### config.mk
export PLATFORM = sky130hd
export DESIGN_NAME = host_bus_pin_mode_interface
export DESIGN_NICKNAME = d
export VERILOG_FILES = /design/src/shared/host_if_pkg.sv /design/src/verilog/sync_bus.sv /design/src/verilog/host_bus_pin_mode_interface.sv
export SDC_FILE = /design/constraint.sdc
export NUM_CORES = 1
export LEC_CHECK = 0
export ABC_CLOCK_PERIOD_IN_PS = 2750
export BUFFER_PORTS_ARGS = -buffer_cell sky130_fd_sc_hd__buf_2
export CAP_MARGIN = 20
export CORE_AREA = 2 2 115 117
export CTS_CLUSTER_SIZE = 24
export DETAILED_ROUTE_END_ITERATION = 8
export DIE_AREA = 0 0 117 119
export MAX_ROUTING_LAYER = met4
export SETUP_SLACK_MARGIN = 0.5
export SYNTH_ARGS = -nofsm -noshare
export SYNTH_HDL_FRONTEND = slang
export SYNTH_HIERARCHICAL = 1
export SYNTH_SLANG_ARGS = --single-unit
### constraint.sdc
create_clock -name mclk_i -period 2.75 [get_ports mclk_i]
set_input_delay 0.1375 -clock mclk_i [delete_from_list [all_inputs] [get_ports mclk_i]]
set_output_delay 0.1375 -clock mclk_i [all_outputs]
set_load 0.005 [all_outputs]
### src/shared/host_if_pkg.sv
/*
 * Shared constants and carrier types for the host bus pin-mode interface.
 * Assumes a single 25 MHz clock domain and an active-high asynchronous reset.
 */
package host_if_pkg;

	// host interface mode codes
	localparam logic [1:0] MODE_SEP_STROBE = 2'h0;
	localparam logic [1:0] MODE_DATA_STROBE = 2'h1;
	localparam logic [1:0] MODE_SPI = 2'h2;
	localparam logic [1:0] MODE_SERIAL_LINK = 2'h3;
	localparam int MODE_SERIAL_BIT = 1;

	// data pin field positions
	localparam int PLL_STRAP_LSB = 5;
	localparam int PLL_STRAP_MSB = 12;
	localparam int SER_CLK_PIN = 2;
	localparam int SER_IN_PIN = 1;
	localparam int SER_OUT_PIN = 0;

	// widths and reset values
	localparam int DATA_W = 16;
	localparam int ADDR_W = 10;
	localparam logic [7:0] PLL_STRAP_RST = 8'h00;
	localparam logic [15:0] DATA_RST = 16'h0000;
	localparam logic [9:0] ADDR_RST = 10'h000;
	localparam int SYNC_STAGES = 2;

	// straps captured during reset
	typedef struct packed {
		logic [1:0] host_if_select;
		logic bus_width_select;
		logic [7:0] pll_strap;
	} strap_t;

	// one register-file access request
	typedef struct packed {
		logic wr;
		logic [9:0] addr;
		logic [15:0] wdata;
		logic [1:0] lanes;
	} reg_req_t;

endpackage

### src/verilog/sync_bus.sv
/*
 * Two-stage synchroniser for a vector of asynchronous pin inputs.
 * Assumes each bit is independent; multi-bit values must be quasi-static.
 */
module sync_bus
	import host_if_pkg::*;
#(
	parameter int WIDTH = 1
) (
	input wire logic mclk_i,
	input wire logic rst_i,
	input wire logic [WIDTH-1:0] async_i,
	output logic [WIDTH-1:0] sync_o
);
	logic [WIDTH-1:0] meta_reg;
	logic [WIDTH-1:0] meta_next;
	logic [WIDTH-1:0] sync_reg;
	logic [WIDTH-1:0] sync_next;

	// refuse an empty vector at elaboration
	if (WIDTH < 1) begin : g_width_check
		$error("sync_bus width must be positive");
	end

	// first stage feeds only the second
	always_comb begin
		meta_next = async_i;
		sync_next = meta_reg;
	end

	always_ff @(posedge mclk_i or posedge rst_i) begin
		if (rst_i) begin
			meta_reg <= '0;
			sync_reg <= '0;
		end else begin
			meta_reg <= meta_next;
			sync_reg <= sync_next;
		end
	end

	assign sync_o = sync_reg;
endmodule

### src/verilog/host_bus_pin_mode_interface.sv
/*
 * Host attachment pin logic: strap capture, parallel strobe decode, byte lanes,
 * data bus drive control and serial pin routing.
 * Assumes all pins are asynchronous to mclk_i and a register file answers rd_data_i
 * combinationally for the request address.
 */
// Overview of operation
// - serial modes sample data pins 12..5 as strap bits 7..0.
// - mode 11 routes D2 clock, D1 data in, drives D0 data out.
// - mode 10 routes D2 clock, D1 data in, D0 data out as slave.
// - latch strobe high is address phase; address captured on falling edge.
// - separate-strobe read with select drives addressed register onto data bus.
// - separate-strobe write with select stores data bus into addressed register.
// - data-strobe mode uses direction select and strobe to time accesses.
// - width low gives 8-bit bus, high gives 16-bit word transfers.
// - 16-bit byte transfers chosen by address bit 0 and lane enable.
// - mode 00 separate-strobe, 01 data-strobe, 1x serial modes.
// - separate-strobe 16-bit: lane enable low selects upper byte; ignored at 8-bit.
// - data-strobe 16-bit: lane enable low selects lower byte; ignored at 8-bit.
// - chip select is active low; strobes ignored while it is high.
module host_bus_pin_mode_interface
	import host_if_pkg::*;
(
	input wire logic mclk_i,
	input wire logic rst_i,
	input wire logic [1:0] host_if_select_i,
	input wire logic bus_width_select_i,
	input wire logic [9:0] addr_i,
	input wire logic [15:0] data_i,
	input wire logic addr_latch_i,
	input wire logic chip_sel_n_i,
	input wire logic rd_strobe_n_i,
	input wire logic wr_strobe_n_i,
	input wire logic lane_enable_n_i,
	input wire logic ser_od_mode_i,
	input wire logic ctrl_serial_out_i,
	input wire logic [15:0] rd_data_i,
	output logic [15:0] data_o,
	output logic [15:0] data_oe_o,
	output logic [1:0] host_if_select_o,
	output logic bus_width_select_o,
	output logic [7:0] pll_strap_o,
	output logic ctrl_serial_clock_o,
	output logic ctrl_serial_in_o,
	output logic req_valid_o,
	output reg_req_t req_o
);
	logic [1:0] im_s;
	logic dbw_s;
	logic [9:0] addr_s;
	logic [15:0] data_s;
	logic ale_s;
	logic cs_n_s;
	logic rd_n_s;
	logic wr_n_s;
	logic lane_n_s;

	// every pin passes two flip-flops
	sync_bus #(.WIDTH(2 + 1 + 10 + 16 + 5)) u_sync (
		.mclk_i(mclk_i),
		.rst_i(rst_i),
		.async_i({host_if_select_i, bus_width_select_i, addr_i, data_i, addr_latch_i,
			chip_sel_n_i, rd_strobe_n_i, wr_strobe_n_i, lane_enable_n_i}),
		.sync_o({im_s, dbw_s, addr_s, data_s, ale_s, cs_n_s, rd_n_s, wr_n_s, lane_n_s})
	);

	// strap capture state
	strap_t strap_reg;
	strap_t strap_next;
	logic in_reset_reg;
	logic in_reset_next;
	logic [1:0] cap_cnt_reg;
	logic [1:0] cap_cnt_next;

	// capture window spans the sync chain refill, which restarts from zero after reset
	always_comb begin
		strap_next = strap_reg;
		in_reset_next = (cap_cnt_reg != 2'h0);
		cap_cnt_next = in_reset_next ? cap_cnt_reg - 2'h1 : 2'h0;
		if (in_reset_reg) begin
			strap_next.host_if_select = im_s;
			strap_next.bus_width_select = dbw_s;
			strap_next.pll_strap = data_s[PLL_STRAP_MSB:PLL_STRAP_LSB];
		end
	end

	// last capture on the third edge after release, once sync chain holds pin levels
	always_ff @(posedge mclk_i or posedge rst_i) begin
		if (rst_i) begin
			strap_reg <= '{host_if_select: MODE_SEP_STROBE, bus_width_select: 1'b0,
				pll_strap: PLL_STRAP_RST};
			in_reset_reg <= 1'b1;
			cap_cnt_reg <= 2'(SYNC_STAGES);
		end else begin
			strap_reg <= strap_next;
			in_reset_reg <= in_reset_next;
			cap_cnt_reg <= cap_cnt_next;
		end
	end

	wire serial_mode = strap_reg.host_if_select[MODE_SERIAL_BIT];
	wire ds_mode = (strap_reg.host_if_select == MODE_DATA_STROBE);
	wire wide = strap_reg.bus_width_select;

	// bus access state machine
	typedef enum logic [2:0] {
		ST_IDLE = 3'b001,
		ST_READ = 3'b010,
		ST_WRITE = 3'b100
	} bus_state_t;

	bus_state_t state_reg;
	bus_state_t state_next;
	logic [9:0] alat_reg;
	logic [9:0] alat_next;
	logic ale_d_reg;
	logic ale_d_next;
	logic [15:0] dout_reg;
	logic [15:0] dout_next;
	logic [15:0] oe_reg;
	logic [15:0] oe_next;
	logic req_valid_reg;
	logic req_valid_next;
	reg_req_t req_reg;
	reg_req_t req_next;
	logic sclk_reg;
	logic sclk_next;
	logic sin_reg;
	logic sin_next;

	logic selected;
	logic rd_act;
	logic wr_act;
	logic [9:0] eff_addr;
	logic [1:0] lanes;

	always_comb begin
		selected = !cs_n_s && !serial_mode && !in_reset_reg;
		// data-strobe mode: rd strobe pin carries strobe, wr pin carries direction
		if (ds_mode) begin
			rd_act = selected && !rd_n_s && wr_n_s;
			wr_act = selected && !rd_n_s && !wr_n_s;
		end else begin
			rd_act = selected && !rd_n_s;
			wr_act = selected && !wr_n_s && rd_n_s;
		end
		// address from latch while strobe low, live pins while held high
		eff_addr = ale_s ? addr_s : alat_reg;
		// byte lanes: bit0 low lane, bit1 high lane
		if (!wide) begin
			lanes = 2'h1;
		end else if (ds_mode) begin
			unique case ({eff_addr[0], lane_n_s})
				2'h0: lanes = 2'h3;
				2'h1: lanes = 2'h2;
				2'h2: lanes = 2'h1;
				default: lanes = 2'h2;
			endcase
		end else begin
			unique case ({eff_addr[0], lane_n_s})
				2'h0: lanes = 2'h3;
				2'h1: lanes = 2'h1;
				2'h2: lanes = 2'h2;
				default: lanes = 2'h1;
			endcase
		end
	end

	// next-state for bus, drivers and serial routing
	always_comb begin
		state_next = state_reg;
		ale_d_next = ale_s;
		alat_next = alat_reg;
		dout_next = dout_reg;
		oe_next = 16'h0000;
		req_valid_next = 1'b0;
		req_next = req_reg;
		sclk_next = 1'b0;
		sin_next = 1'b0;
		if (ale_d_reg && !ale_s) begin
			alat_next = addr_s;
		end
		unique case (state_reg)
			ST_IDLE: begin
				if (rd_act) begin
					state_next = ST_READ;
					req_valid_next = 1'b1;
					req_next = '{wr: 1'b0, addr: eff_addr, wdata: DATA_RST, lanes: lanes};
				end else if (wr_act) begin
					state_next = ST_WRITE;
				end
			end
			ST_READ: begin
				dout_next = rd_data_i;
				oe_next = {{8{req_reg.lanes[1] && wide}}, {8{req_reg.lanes[0]}}};
				if (!rd_act) begin
					state_next = ST_IDLE;
					oe_next = 16'h0000;
				end
			end
			ST_WRITE: begin
				// store at strobe end, data settled through the sync chain
				if (!wr_act) begin
					state_next = ST_IDLE;
					req_valid_next = 1'b1;
					req_next.wr = 1'b1;
					req_next.addr = eff_addr;
					req_next.lanes = lanes;
					req_next.wdata = data_s;
				end
			end
			default: state_next = ST_IDLE;
		endcase
		if (serial_mode) begin
			state_next = ST_IDLE;
			oe_next = 16'h0000;
			sclk_next = data_s[SER_CLK_PIN];
			sin_next = data_s[SER_IN_PIN];
			dout_next = {15'h0000, ctrl_serial_out_i};
			// open drain drives only lows
			oe_next[SER_OUT_PIN] = ser_od_mode_i ? !ctrl_serial_out_i : 1'b1;
		end
	end

	always_ff @(posedge mclk_i or posedge rst_i) begin
		if (rst_i) begin
			state_reg <= ST_IDLE;
			ale_d_reg <= 1'b1;
			alat_reg <= ADDR_RST;
			dout_reg <= DATA_RST;
			oe_reg <= 16'h0000;
			req_valid_reg <= 1'b0;
			req_reg <= '0;
			sclk_reg <= 1'b0;
			sin_reg <= 1'b0;
		end else begin
			state_reg <= state_next;
			ale_d_reg <= ale_d_next;
			alat_reg <= alat_next;
			dout_reg <= dout_next;
			oe_reg <= oe_next;
			req_valid_reg <= req_valid_next;
			req_reg <= req_next;
			sclk_reg <= sclk_next;
			sin_reg <= sin_next;
		end
	end

	assign data_o = dout_reg;
	assign data_oe_o = oe_reg;
	assign host_if_select_o = strap_reg.host_if_select;
	assign bus_width_select_o = strap_reg.bus_width_select;
	assign pll_strap_o = strap_reg.pll_strap;
	assign ctrl_serial_clock_o = sclk_reg;
	assign ctrl_serial_in_o = sin_reg;
	assign req_valid_o = req_valid_reg;
	assign req_o = req_reg;
endmodule

* Word-level counts from Yosys, hierarchy flattened
Index checks and enable logic that the tools add are counted.
** Cells by class
- Equality and inequality tests :: 10
- Shifts and indexed selects :: 0
- Multipliers :: 0
- Reductions and logical operators :: 22
- Bitwise gates (word level) :: 0
- Muxes and demuxes :: 28
- Divide/modulo/power cells :: 0
- Add/subtract/negate cells :: 1
- $lt $le $gt $ge :: 0
** Operator list (number)
- 16-bit two-way mux :: 5
- 29-bit two-way mux :: 2
- 29-bit case mux with 2 select lines :: 1
- 3-bit two-way mux :: 5
- 10-bit two-way mux :: 1
- 1-bit logical AND :: 9
- 3-bit case mux with 3 select lines :: 1
- 2-bit case mux with 2 select lines :: 2
- 1-bit zero test :: 7
- 1-bit two-way mux :: 7
- 2-bit two-way mux :: 3
- 3-bit != test (second input constant) :: 2
- 3-bit AND reduction :: 2
- 2-bit nonzero test :: 3
- 2-bit != test (second input constant) :: 2
- 4-bit != test (second input constant) :: 1
- 3-bit by 1-bit equality test with 1-bit output (second input constant) :: 1
- 3-bit by 2-bit equality test with 1-bit output (second input constant) :: 1
- 3-bit equality test (second input constant) :: 1
- 2-bit by 1-bit equality test with 1-bit output (second input constant) :: 1
- 2-bit equality test (second input constant) :: 1
- 2-bit zero test :: 1
- 1-bit case mux with 2 select lines :: 1
- 2-bit by 1-bit subtractor with 2-bit output (second input constant) :: 1
** Word-level totals
- Word-level logic and storage cells :: 80
- Memories :: 0
- Bits in writable memories :: 0
- Register bits :: 160
- Bits in latches :: 0
- Input bits :: 54
- Output and inout bits :: 75
- Bits in read-only memories :: 0

* Logic depth before layout (Yosys ltp)
Gate-level depths: netlist of the first run.
- Depth after elaboration :: 10
- Mapped depth :: 7
- Depth with buffers taken out :: 4

* Hierarchy
Netlist of the first run, hierarchy kept.
** By module, submodules not included
- host_bus_pin_mode_interface :: cells an instance 221, area an instance 3235.6 µm², times used 1, seq. area each 1981.9 µm²
- sync_bus :: cells an instance 69, area an instance 1705.4 µm², times used 1, seq. area each 1701.6 µm²

* Worst setup path before layout of the first run
Ideal clock, no wire load.
- Path type :: reg2reg
- Start point :: register host_if_select_o[1] (netlist name)
- End point :: register req_reg, in the netlist req_o[0]
- Data required time :: 2.625 ns
- Stages on the path, launching flop included :: 8
- Period minus slack after synthesis :: 2.060 ns
- Buffers on the path :: 3
- Arrival time :: 1.935 ns
- Library setup time :: 0.125 ns
- Slack :: 0.690 ns
- Path through :: dfrtp_1 -> buf_6 -> or3_4 -> o31a_1 -> buf_4 -> a21oi_4 -> buf_8 -> mux2_4
** Between the ends
- Longest elaborated chain between the ends :: 8
- Elaborated cells on any way between the ends :: 19
- Those cells by class :: eq/ne: 3; mux: 7; reduce/logical: 9
** RTL lines
- 1-bit zero test :: line host_bus_pin_mode_interface.sv:138 : selected = !cs_n_s && !serial_mode && !in_reset_reg;
- 1-bit logical AND (2 in a row) :: line host_bus_pin_mode_interface.sv:138
- 1-bit logical AND, on equally long branches
- 1-bit logical AND, on equally long branches :: line host_bus_pin_mode_interface.sv:145, host_bus_pin_mode_interface.sv:141, host_bus_pin_mode_interface.sv:142
- 1-bit two-way mux :: line host_bus_pin_mode_interface.sv:140 : if (ds_mode) begin
- 2-bit != test (no source line)
- 3-bit AND reduction (no source line)
- to (signal assigned) :: line host_bus_pin_mode_interface.sv:243 : req_reg <= req_next;
- to (decl) :: line host_bus_pin_mode_interface.sv:124 : reg_req_t req_reg;
Several ways; a longest one is shown, not always the timed one. The select of a mux whose other input is x is not followed.
A chain may end at the register's enable or synchronous reset.

* Worst setup path in the final report of the first run
- Start point :: register in_reset_reg
- End point :: register req_reg, in the netlist req_o[1]
** Between the ends
- Longest elaborated chain between the ends :: 7
- Elaborated cells on any way between the ends :: 12
- Those cells by class :: eq/ne: 2; mux: 2; reduce/logical: 8
** RTL lines
- from (decl) :: line host_bus_pin_mode_interface.sv:70 : logic in_reset_reg;
- from (signal assigned) :: line host_bus_pin_mode_interface.sv:96 : in_reset_reg <= in_reset_next;
- 1-bit zero test (*) :: line host_bus_pin_mode_interface.sv:138
- 1-bit logical AND (*) :: line host_bus_pin_mode_interface.sv:138
- 1-bit logical AND, on equally long branches
- 1-bit logical AND, on equally long branches :: line host_bus_pin_mode_interface.sv:145, host_bus_pin_mode_interface.sv:141, host_bus_pin_mode_interface.sv:142
- 1-bit two-way mux :: line host_bus_pin_mode_interface.sv:140
- 2-bit != test (no source line)
- 3-bit AND reduction (no source line) (*)
Mark *: on every way between the ends. The rest lies on a longest branch, timed or not.

==> impl_metrics.yaml, run 1 <==
die:
  die_h_um: 119
  coreArea_mm2: 0.01287
  start_util_pct: 38.38
  core.rowCount: 42
  die_w_um: 117
  fp.dieArea_mm2: 0.01392
  pin_count: 129
timing:
  worst_slack_ns: 0.6344
  max_slew_margin_pct: 55.74
  tns_ns: 0
  min_period_ns: 2.116
  final-setup-viol-count: 0
  finalClockSkew_ns: 0.008670
  slew_viol_final: 0
  hold_viol: 0
  tightest_slew_ns: 0.6631
  max_freq_mhz: 472.7
  rsz0062_at_grt: "false"
  fin_crit_sh_pct: 76.93
critical_path:
  r2r_end: "req_o[1]"
  ff2ff_path_depth: 5
  worstPathArrival_ns: 2.42
  ff2ff_setup_slack_ns: 0.63
  critPathSlowestCell: "dfstp_2"
  crit_start: "in_reset_reg"
  reg2reg_from: "in_reset_reg"
  critPathMaxStageDelay_ns: 0.45
  cp-endpoint: "req_o[1]"
  timing.setup.critical_path_class: "reg2reg"
  start_kind: "register"
  crit_fanout: 17
  path_cells: "or3_4, o31a_1, a21oi_4, buf_4, mux2_1"
  end_kind: "register"
  worstPathRequired_ns: 3.05
clock_network:
  htree_num_levels: 4
  path_clk_slew_ns: 0.06
  numCtsBuffers: 17
  clk_path_buf_depth: 2
  clk_latency_ns: 0.42
  post-cts-setup-buffers: 0
  cts_tree: "done"
  cts_sinks: 147
  root_buffer: "clkbuf_16"
synth:
  yosysWarnings: 6
  syn-cell-area_mm2: 0.004941
  synthAdderAreaFrac_pct: 0
  synth.avg_cell_area_um2: 17.04
  synth_xor_area_share_pct: 0.3545
  synthMuxAreaShare_pct: 10.51
  synth_top_family_by_area: "multiplexers"
  synthArstFlopShare_pct: 100.0
  ys_ff_latch: 147
  synth-compound-area-share_pct: 7.192
  synthCells: 290
  synth-simple-area-share_pct: 3.292
  synth_fp_nets: 344
  ys_types: 36
  seq_area_frac_synth_pct: 74.55
  synthFlopType: "dfrtp_1"
  synth_edf_count: 0
route:
  drt_pass1_iterations: 4
  avgRoutedWirePerCell_um: 15.07
  drc: 0
  drtIter0Drc: 83
  drtAntennaViolNets: 0
  avgViaCountPerCell: 4.496
  drt-total-wl_um: 9994
  vias: 2981
global_route:
  busiest_layer: "met2"
  grt_pass1_vias: 3148
  met1_usage_pct: 19.90
  grt_max_degree: 62
  grtUsageMet3_pct: 6.921
  antenna_found_initial: 0
  grt_usage_pct: 16.11
  grt_util_met2_pct: 23.99
  grt_overflow: 0
  grt_pass1_wl_um: 16040
placed_design:
  pre_cts_slack_ns: 0.6200
  port_buffers: 128
  gp_congestion: 0.6809
  hpwl_um: 6024
cells_and_area:
  area_growth_pct: 38.36
  n_antenna_cell: 0
  nets: 528
  final_cell_mix: "143 x dfrtp_1, 128 x buf_2, 52 x dlygate4sd3_1"
  drive_above_1_share_pct: 44.76
  layout_commonest_cell: "dfrtp_1"
power_and_ir_drop:
  ir_drop_mv: 0.5725
  p_leak_nw: 3.442
  p_per_area_mw_per_mm2: 795.6
job:
  cap_violations: 0
outcome:
  status: "complete, no violations"
worst_hold_path:
  hp-class: "in2reg"
[layout make-up]
class	instances	area, um2
clock buffer	21	450.4
clock inverter	11	130.1
fill	1056	6038
inverter	7	28.78
multi-input combinational	111	1055
sequential	147	3684
tap	176	220.2
timing repair buffer	190	1269
[layer usage]
metal | vias up | routed length, um | part of all wire [%]
met5 | - | 0 | 0
met4 | 0 | 148 | 1.5
met3 | 13 | 641 | 6.4
met2 | 116 | 4829 | 48
met1 | 1486 | 4375 | 44
li1 | 1366 | - | -
[logic make-up (layout without fill, tap and decap cells)]
| group | after synthesis | in the layout |
|---|---|---|
| flip-flops | 147 | 147 |
| AO/OA/AOI/OAI | 42 | 42 |
| multiplexers | 43 | 43 |
| XOR/XNOR | 2 | 2 |
| AND/OR/NAND/NOR | 24 | 24 |
| buffers and inverters | 32 | 229 |
[synthesized netlist by cell type, drive strengths merged (2+ instances only)]
master    n  area (um2)
dfrtp   143        3578
mux2     41       499.2
a22o     31       271.5
buf      20       157.7
inv       7       26.28
clkbuf    5       18.77
a21oi     4       31.28
and2      4       25.02
dfstp     4       105.1
nor2b     4       25.02
nor2      3       11.26
a21o      2       15.01
and3      2       12.51
mux2i     2       20.02
nor3      2       15.01
nor3b     2       15.01
o21ai     2       10.01
[what timing repair did]
item,CTS,global route
resized for setup,0,0
hold endpoints to repair,136,0
hold buffers,52,0
[power breakdown]
group          internal, W  switching (W)  total [W]
Clock              0.00137       0.000885    0.00225
Sequential         0.00241       0.000133    0.00254
Combinational     0.000401       0.000244   0.000645
Total              0.00418        0.00126    0.00544
[metrics by stage]
step,hold WS (ns),power (W),cells,area [um2],utilization (%)
floorplan,0.1689,0.002873,290,4941,-
global placement,0.2452,0.003138,578,5708,44.33
detailed placement,0.2468,0.003158,578,5708,44.33
CTS,0.03747,0.005495,662,6809,52.89
global route,0.05168,0.005693,663,6837,53.10
finish,0.05883,0.005439,663,6837,53.10
[worst min path at each step]
stage | from | end | cells past startpoint
floorplan | lane_enable_n_i | u_sync/meta_reg[0] | 0
global placement | bus_width_select_i | u_sync/meta_reg[31] | 1
detailed placement | data_i[15] | u_sync/meta_reg[20] | 1
CTS | ser_od_mode_i | data_oe_o[0] | 3
global route | ser_od_mode_i | data_oe_o[0] | 3
finish | ser_od_mode_i | data_oe_o[0] | 3
[critical path, delay by kind of cell, from the launching register on]
family	cells	cell delay (ns)
compound gates	2	0.46
flops	1	0.45
simple gates	1	0.43
mux	1	0.35
buf+inv	1	0.30
No activity file was read; power rests on OpenSTA's default activity.
==> run 2: changes to the inputs <==
ABC_CLOCK_PERIOD_IN_PS = 2200   (was 2750)
clock period = 2.2 ns   (was 2.75 ns; I/O delays follow)
==> run 2 against run 1 <==
Effect of this change:
- critical path depth unchanged
- total power is 29% higher
- first-iteration DRC count down 7.2%
- non-clock buffer count is 10 higher
- sequential share of layout area is 1.1 points lower
- cell count up 1.5%
- via count rose by 0.27%
- setup slack lost 0.27 ns
- global-route usage decreased by 0.22 points
- worst hold slack better by 0.28 ns
==> impl_metrics.yaml, run 2 (synthesis results as in run 1) <==
outcome:
  status: "complete, no violations"
clock_network:
  numCtsBuffers: 17
  cts_sinks: 147
  htree_num_levels: 4
  clk_latency_ns: 0.41
  path_clk_slew_ns: 0.06
  cts_tree: "done"
  root_buffer: "clkbuf_16"
  clk_path_buf_depth: 2
die:
  pin_count: 129
  fp.dieArea_mm2: 0.01392
  die_h_um: 119
  core.rowCount: 42
  start_util_pct: 38.38
  coreArea_mm2: 0.01287
  die_w_um: 117
global_route:
  grt_pass1_vias: 3144
  grt_overflow: 0
  grt_pass1_wl_um: 16000
  grt_usage_pct: 15.90
  grt_max_degree: 37
  antenna_found_initial: 0
timing:
  rsz0062_at_grt: "true"
  fin_crit_sh_pct: 83.53
  slew_viol_final: 0
  min_period_ns: 1.838
  max_freq_mhz: 544.2
  max_slew_margin_pct: 49.45
  final-setup-viol-count: 0
  worst_slack_ns: 0.3624
  finalClockSkew_ns: 0.005978
  tns_ns: 0
  hold_viol: 0
  tightest_slew_ns: 0.7566
route:
  vias: 2989
  drtAntennaViolNets: 0
  drc: 0
  highest_layer: "met4"
  avgRoutedWirePerCell_um: 14.74
  dr_wl_met2_um: 5005
  wl_met1_um: 4317
  drt-total-wl_um: 9921
  avgViaCountPerCell: 4.441
  wl_met3_um: 489
  drt_pass1_iterations: 4
  drtIter0Drc: 77
cells_and_area:
  n_antenna_cell: 0
  area_growth_pct: 41.23
  layout_commonest_cell: "dfrtp_1"
  final_cell_mix: "143 x dfrtp_1, 128 x buf_2, 54 x dlygate4sd3_1"
  drive_above_1_share_pct: 46.08
  nets: 538
job:
  cap_violations: 0
critical_path:
  critPathMaxStageDelay_ns: 0.41
  start_kind: "register"
  worstPathRequired_ns: 2.49
  crit_fanout: 13
  worstPathArrival_ns: 2.13
  end_kind: "register"
  timing.setup.critical_path_class: "reg2reg"
  critPathSlowestCell: "or3_4"
  path_cells: "or3_4, o31a_1, a21oi_4, buf_12, mux2_4"
power_and_ir_drop:
  ir_drop_mv: 0.4994
  p_leak_nw: 3.515
  p_per_area_mw_per_mm2: 1006
worst_hold_path:
  hp-class: "in2reg"
placed_design:
  gp_congestion: 0.7161
  hpwl_um: 6347
  port_buffers: 128
  pre_cts_slack_ns: 0.3341
## run 2: changes by cell type in the layout (fill, tap and decap cells not counted)
cell / change
mux2_1: -1
buf_16: -1
clkinvlp_4: +1
clkbuf_8: -1
buf_4: +8
mux2_4: +1
nor3_2: -1
bufinv_16: +2
clkbuf_16: +1
nor3_4: +1
clkinv_2: -2
dlygate4sd3_1: +2
inv_6: +2
clkbuf_1: -2
## run 2: stage by stage
stage	hold WS (ns)	total power, W	cells	util [%]	cell area, um2
after global placement	0.2179	0.003934	582	44.64	5747
after global routing	0.3132	0.007367	673	54.20	6978
final	0.3345	0.007022	673	54.20	6978
after CTS	0.3122	0.007085	668	53.72	6917
after floorplan	0.1414	0.003593	290	-	4957
after detailed placement	0.2193	0.003961	582	44.64	5747
## run 2: path summary, 6_finish.rpt
| kind | slack [ns] | depth (start not counted) | end | start |
|---|---|---|---|---|
| max | 0.36 | 5 | req_o[21] | in_reset_reg |
| min | 0.33 | 2 | u_sync/meta_reg[22] | addr_i[1] |
| max reg2reg | 0.36 | 5 | req_o[21] | in_reset_reg |
| min reg2reg | 0.34 | 0 | u_sync/sync_o[27] | u_sync/meta_reg[27] |
| max in group asynchronous | 1.05 | 4 | ctrl_serial_clock_o | rst_i |
| min in group asynchronous | 0.34 | 3 | u_sync/meta_reg[17] | rst_i |
## run 2: area by class of cell
cell class,count,area (um2)
clock inverters,14,200.2
multi-input cells,111,1065
well taps,176,220.2
clock buffers,18,429.2
fillers,1050,5897
flip-flops and latches,147,3684
repair buffers,200,1346
inverters,7,33.78
## run 2: report_power, final
group	switching, W	internal (W)	leakage, nW
clock network	0.00111	0.00191	0.298
logic	0.000306	0.000509	1.41
registers	0.000173	0.00301	1.81
## run 2: critical path, delay by kind of cell, from the launching register on
| kind | cells | cell delay, ns |
|---|---|---|
| compound gates | 2 | 0.45 |
| flops | 1 | 0.37 |
| buf+inv | 1 | 0.17 |
| mux | 1 | 0.30 |
| simple gates | 1 | 0.41 |
## run 2: timing repair
action	CTS	global route
cloned	0	1
buffers inserted	0	4
endpoints found under the hold margin	109	0
pin swaps	0	1
setup endpoints to repair	29	29
resized for setup	0	1
hold buffers	54	0
## run 2: routing by layer
metal,global-route usage [%],vias up
li1,-,1391
met1,19.83,1495
met2,24.42,95
met3,5.242,8
met4,5.515,0
met5,-,-
==> run 3: changes to the inputs <==
ABC_CLOCK_PERIOD_IN_PS = 1900   (was 2200)
clock period = 1.9 ns   (was 2.2 ns; I/O delays follow)
==> run 3 against run 2 <==
Effect of this change:
- highest routed layer unchanged
- sequential share of layout area is 0.68 points lower
- fmax up 1.9%
- critical path type unchanged
- clock skew increased by 0.0029 ns
- wire length fell by 2.0%
- non-clock buffer count grew 5
- largest power group unchanged
- combinational power up 18%
- first-iteration DRC count grew 71%
- cell count is 0.74% higher
==> impl_metrics.yaml, run 3 (synthesis results as in run 1) <==
outcome:
  status: "complete, no violations"
route:
  avgViaCountPerCell: 4.444
  vias: 3013
  drtAntennaViolNets: 0
  drt-total-wl_um: 9718
  drc: 0
  drt_pass1_iterations: 4
  avgRoutedWirePerCell_um: 14.33
  drtIter0Drc: 132
die:
  die_w_um: 117
  die_h_um: 119
  pin_count: 129
  start_util_pct: 38.38
  coreArea_mm2: 0.01287
  fp.dieArea_mm2: 0.01392
  core.rowCount: 42
timing:
  max_slew_margin_pct: 66.21
  worst_hold_slack_ns: 0.2853
  hold_viol: 0
  worst_slack_ns: 0.09665
  final-setup-viol-count: 0
  tightest_slew_ns: 0.5058
  finalClockSkew_ns: 0.008849
  max_freq_mhz: 554.5
  rsz0062_at_grt: "true"
  min_period_ns: 1.803
  fin_crit_sh_pct: 94.91
  slew_viol_final: 0
placed_design:
  post_dp_cell_area_mm2: 0.005768
  dpl.cell_count: 581
  gp_congestion: 0.7006
  hpwl_um: 5850
  pre_cts_slack_ns: 0.05197
  port_buffers: 128
cells_and_area:
  n_antenna_cell: 0
  multi_input_area_mm2: 0.001097
  regArea_mm2: 0.003686
  final_cell_mix: "141 x dfrtp_1, 129 x buf_2, 53 x dlygate4sd3_1"
  final-instance-count-excl-fill: 678
  nets: 543
  drive_above_1_share_pct: 48.21
  fin_area_mm2: 0.007074
  area_growth_pct: 43.18
  layout_commonest_cell: "dfrtp_1"
  fillCellCount: 1039
critical_path:
  critPathMaxStageDelay_ns: 0.39
  critPathSlowestCell: "or3_4"
  crit_fanout: 14
  worstPathArrival_ns: 2.10
  worstPathRequired_ns: 2.20
  path_cells: "or3_4, o31a_1, a21oi_4, buf_12, mux2_4"
  ff2ff_path_depth: 5
  end_kind: "register"
  r2r_end: "req_o[21]"
  timing.setup.critical_path_class: "reg2reg"
  start_kind: "register"
  reg2reg_from: "in_reset_reg"
  ff2ff_setup_slack_ns: 0.1
global_route:
  grt_pass1_vias: 3006
  grt_usage_pct: 15.20
  grt_pass1_wl_um: 15340
  grt_overflow: 0
  grt_max_degree: 80
  antenna_found_initial: 0
worst_hold_path:
  hp-class: "in2async"
clock_network:
  numCtsBuffers: 17
  root_buffer: "clkbuf_16"
  htree_num_levels: 4
  cts_sinks: 147
  clk_latency_ns: 0.41
  clk_path_buf_depth: 2
  cts_tree: "done"
  path_clk_slew_ns: 0.06
job:
  cap_violations: 0
power_and_ir_drop:
  ir_drop_mv: 0.6249
  p_per_area_mw_per_mm2: 1143
  power_w: 0.008084
  p_leak_nw: 3.550
-- run 3: worst max path at each step --
stage,to,start,depth (start not counted),slack [ns]
floorplan,req_o[0],host_if_select_o[1],7,-0.07
global placement,req_o[19],in_reset_reg,5,0.1
detailed placement,req_o[3],in_reset_reg,6,0.05
CTS,req_o[21],in_reset_reg,5,0.08
global route,req_o[24],in_reset_reg,5,0.05
finish,req_o[21],in_reset_reg,5,0.1
-- run 3: through the flow --
step | util (%) | setup TNS [ns]
floorplan | - | -0.7607
global placement | 44.80 | 0
detailed placement | 44.80 | 0
CTS | 54.07 | 0
finish | 54.95 | 0
global route | 54.95 | 0
-- run 3: layout make-up --
type,instances,share of cell area [%]
clock inverter,13,2.582
sequential,147,52.10
tap,176,3.113
clock buffer,19,6.120
multi-input combinational,111,15.51
inverter,7,0.4775
timing repair buffer,205,20.09
-- run 3: what timing repair did --
item,CTS,global route
pin swaps,1,3
resized for setup,7,11
setup endpoints to repair,58,41
setup buffers,3,7
hold buffers,53,0
gates cloned,1,1
hold endpoints to repair,148,0
-- run 3: where the power goes --
part           internal (W)  switching (W)
clock network       0.00220        0.00124
registers           0.00349       0.000197
logic              0.000604       0.000355
-- run 3: critical path: cells and delay by family, from the launching register on --
family                 cells  cell delay, ns
muxes                      1            0.31
AOI/OAI and AO/OA          2            0.43
buffers and inverters      1            0.18
DFF                        1            0.37
and+or+nand+nor            1            0.39
-- run 3: routing by layer --
metal,track usage (%),up-vias,routed length [um]
li1,-,1399,-
met1,18.85,1522,4213
met2,23.34,82,4949
met3,4.427,10,404
met4,6.397,0,150
met5,-,-,0
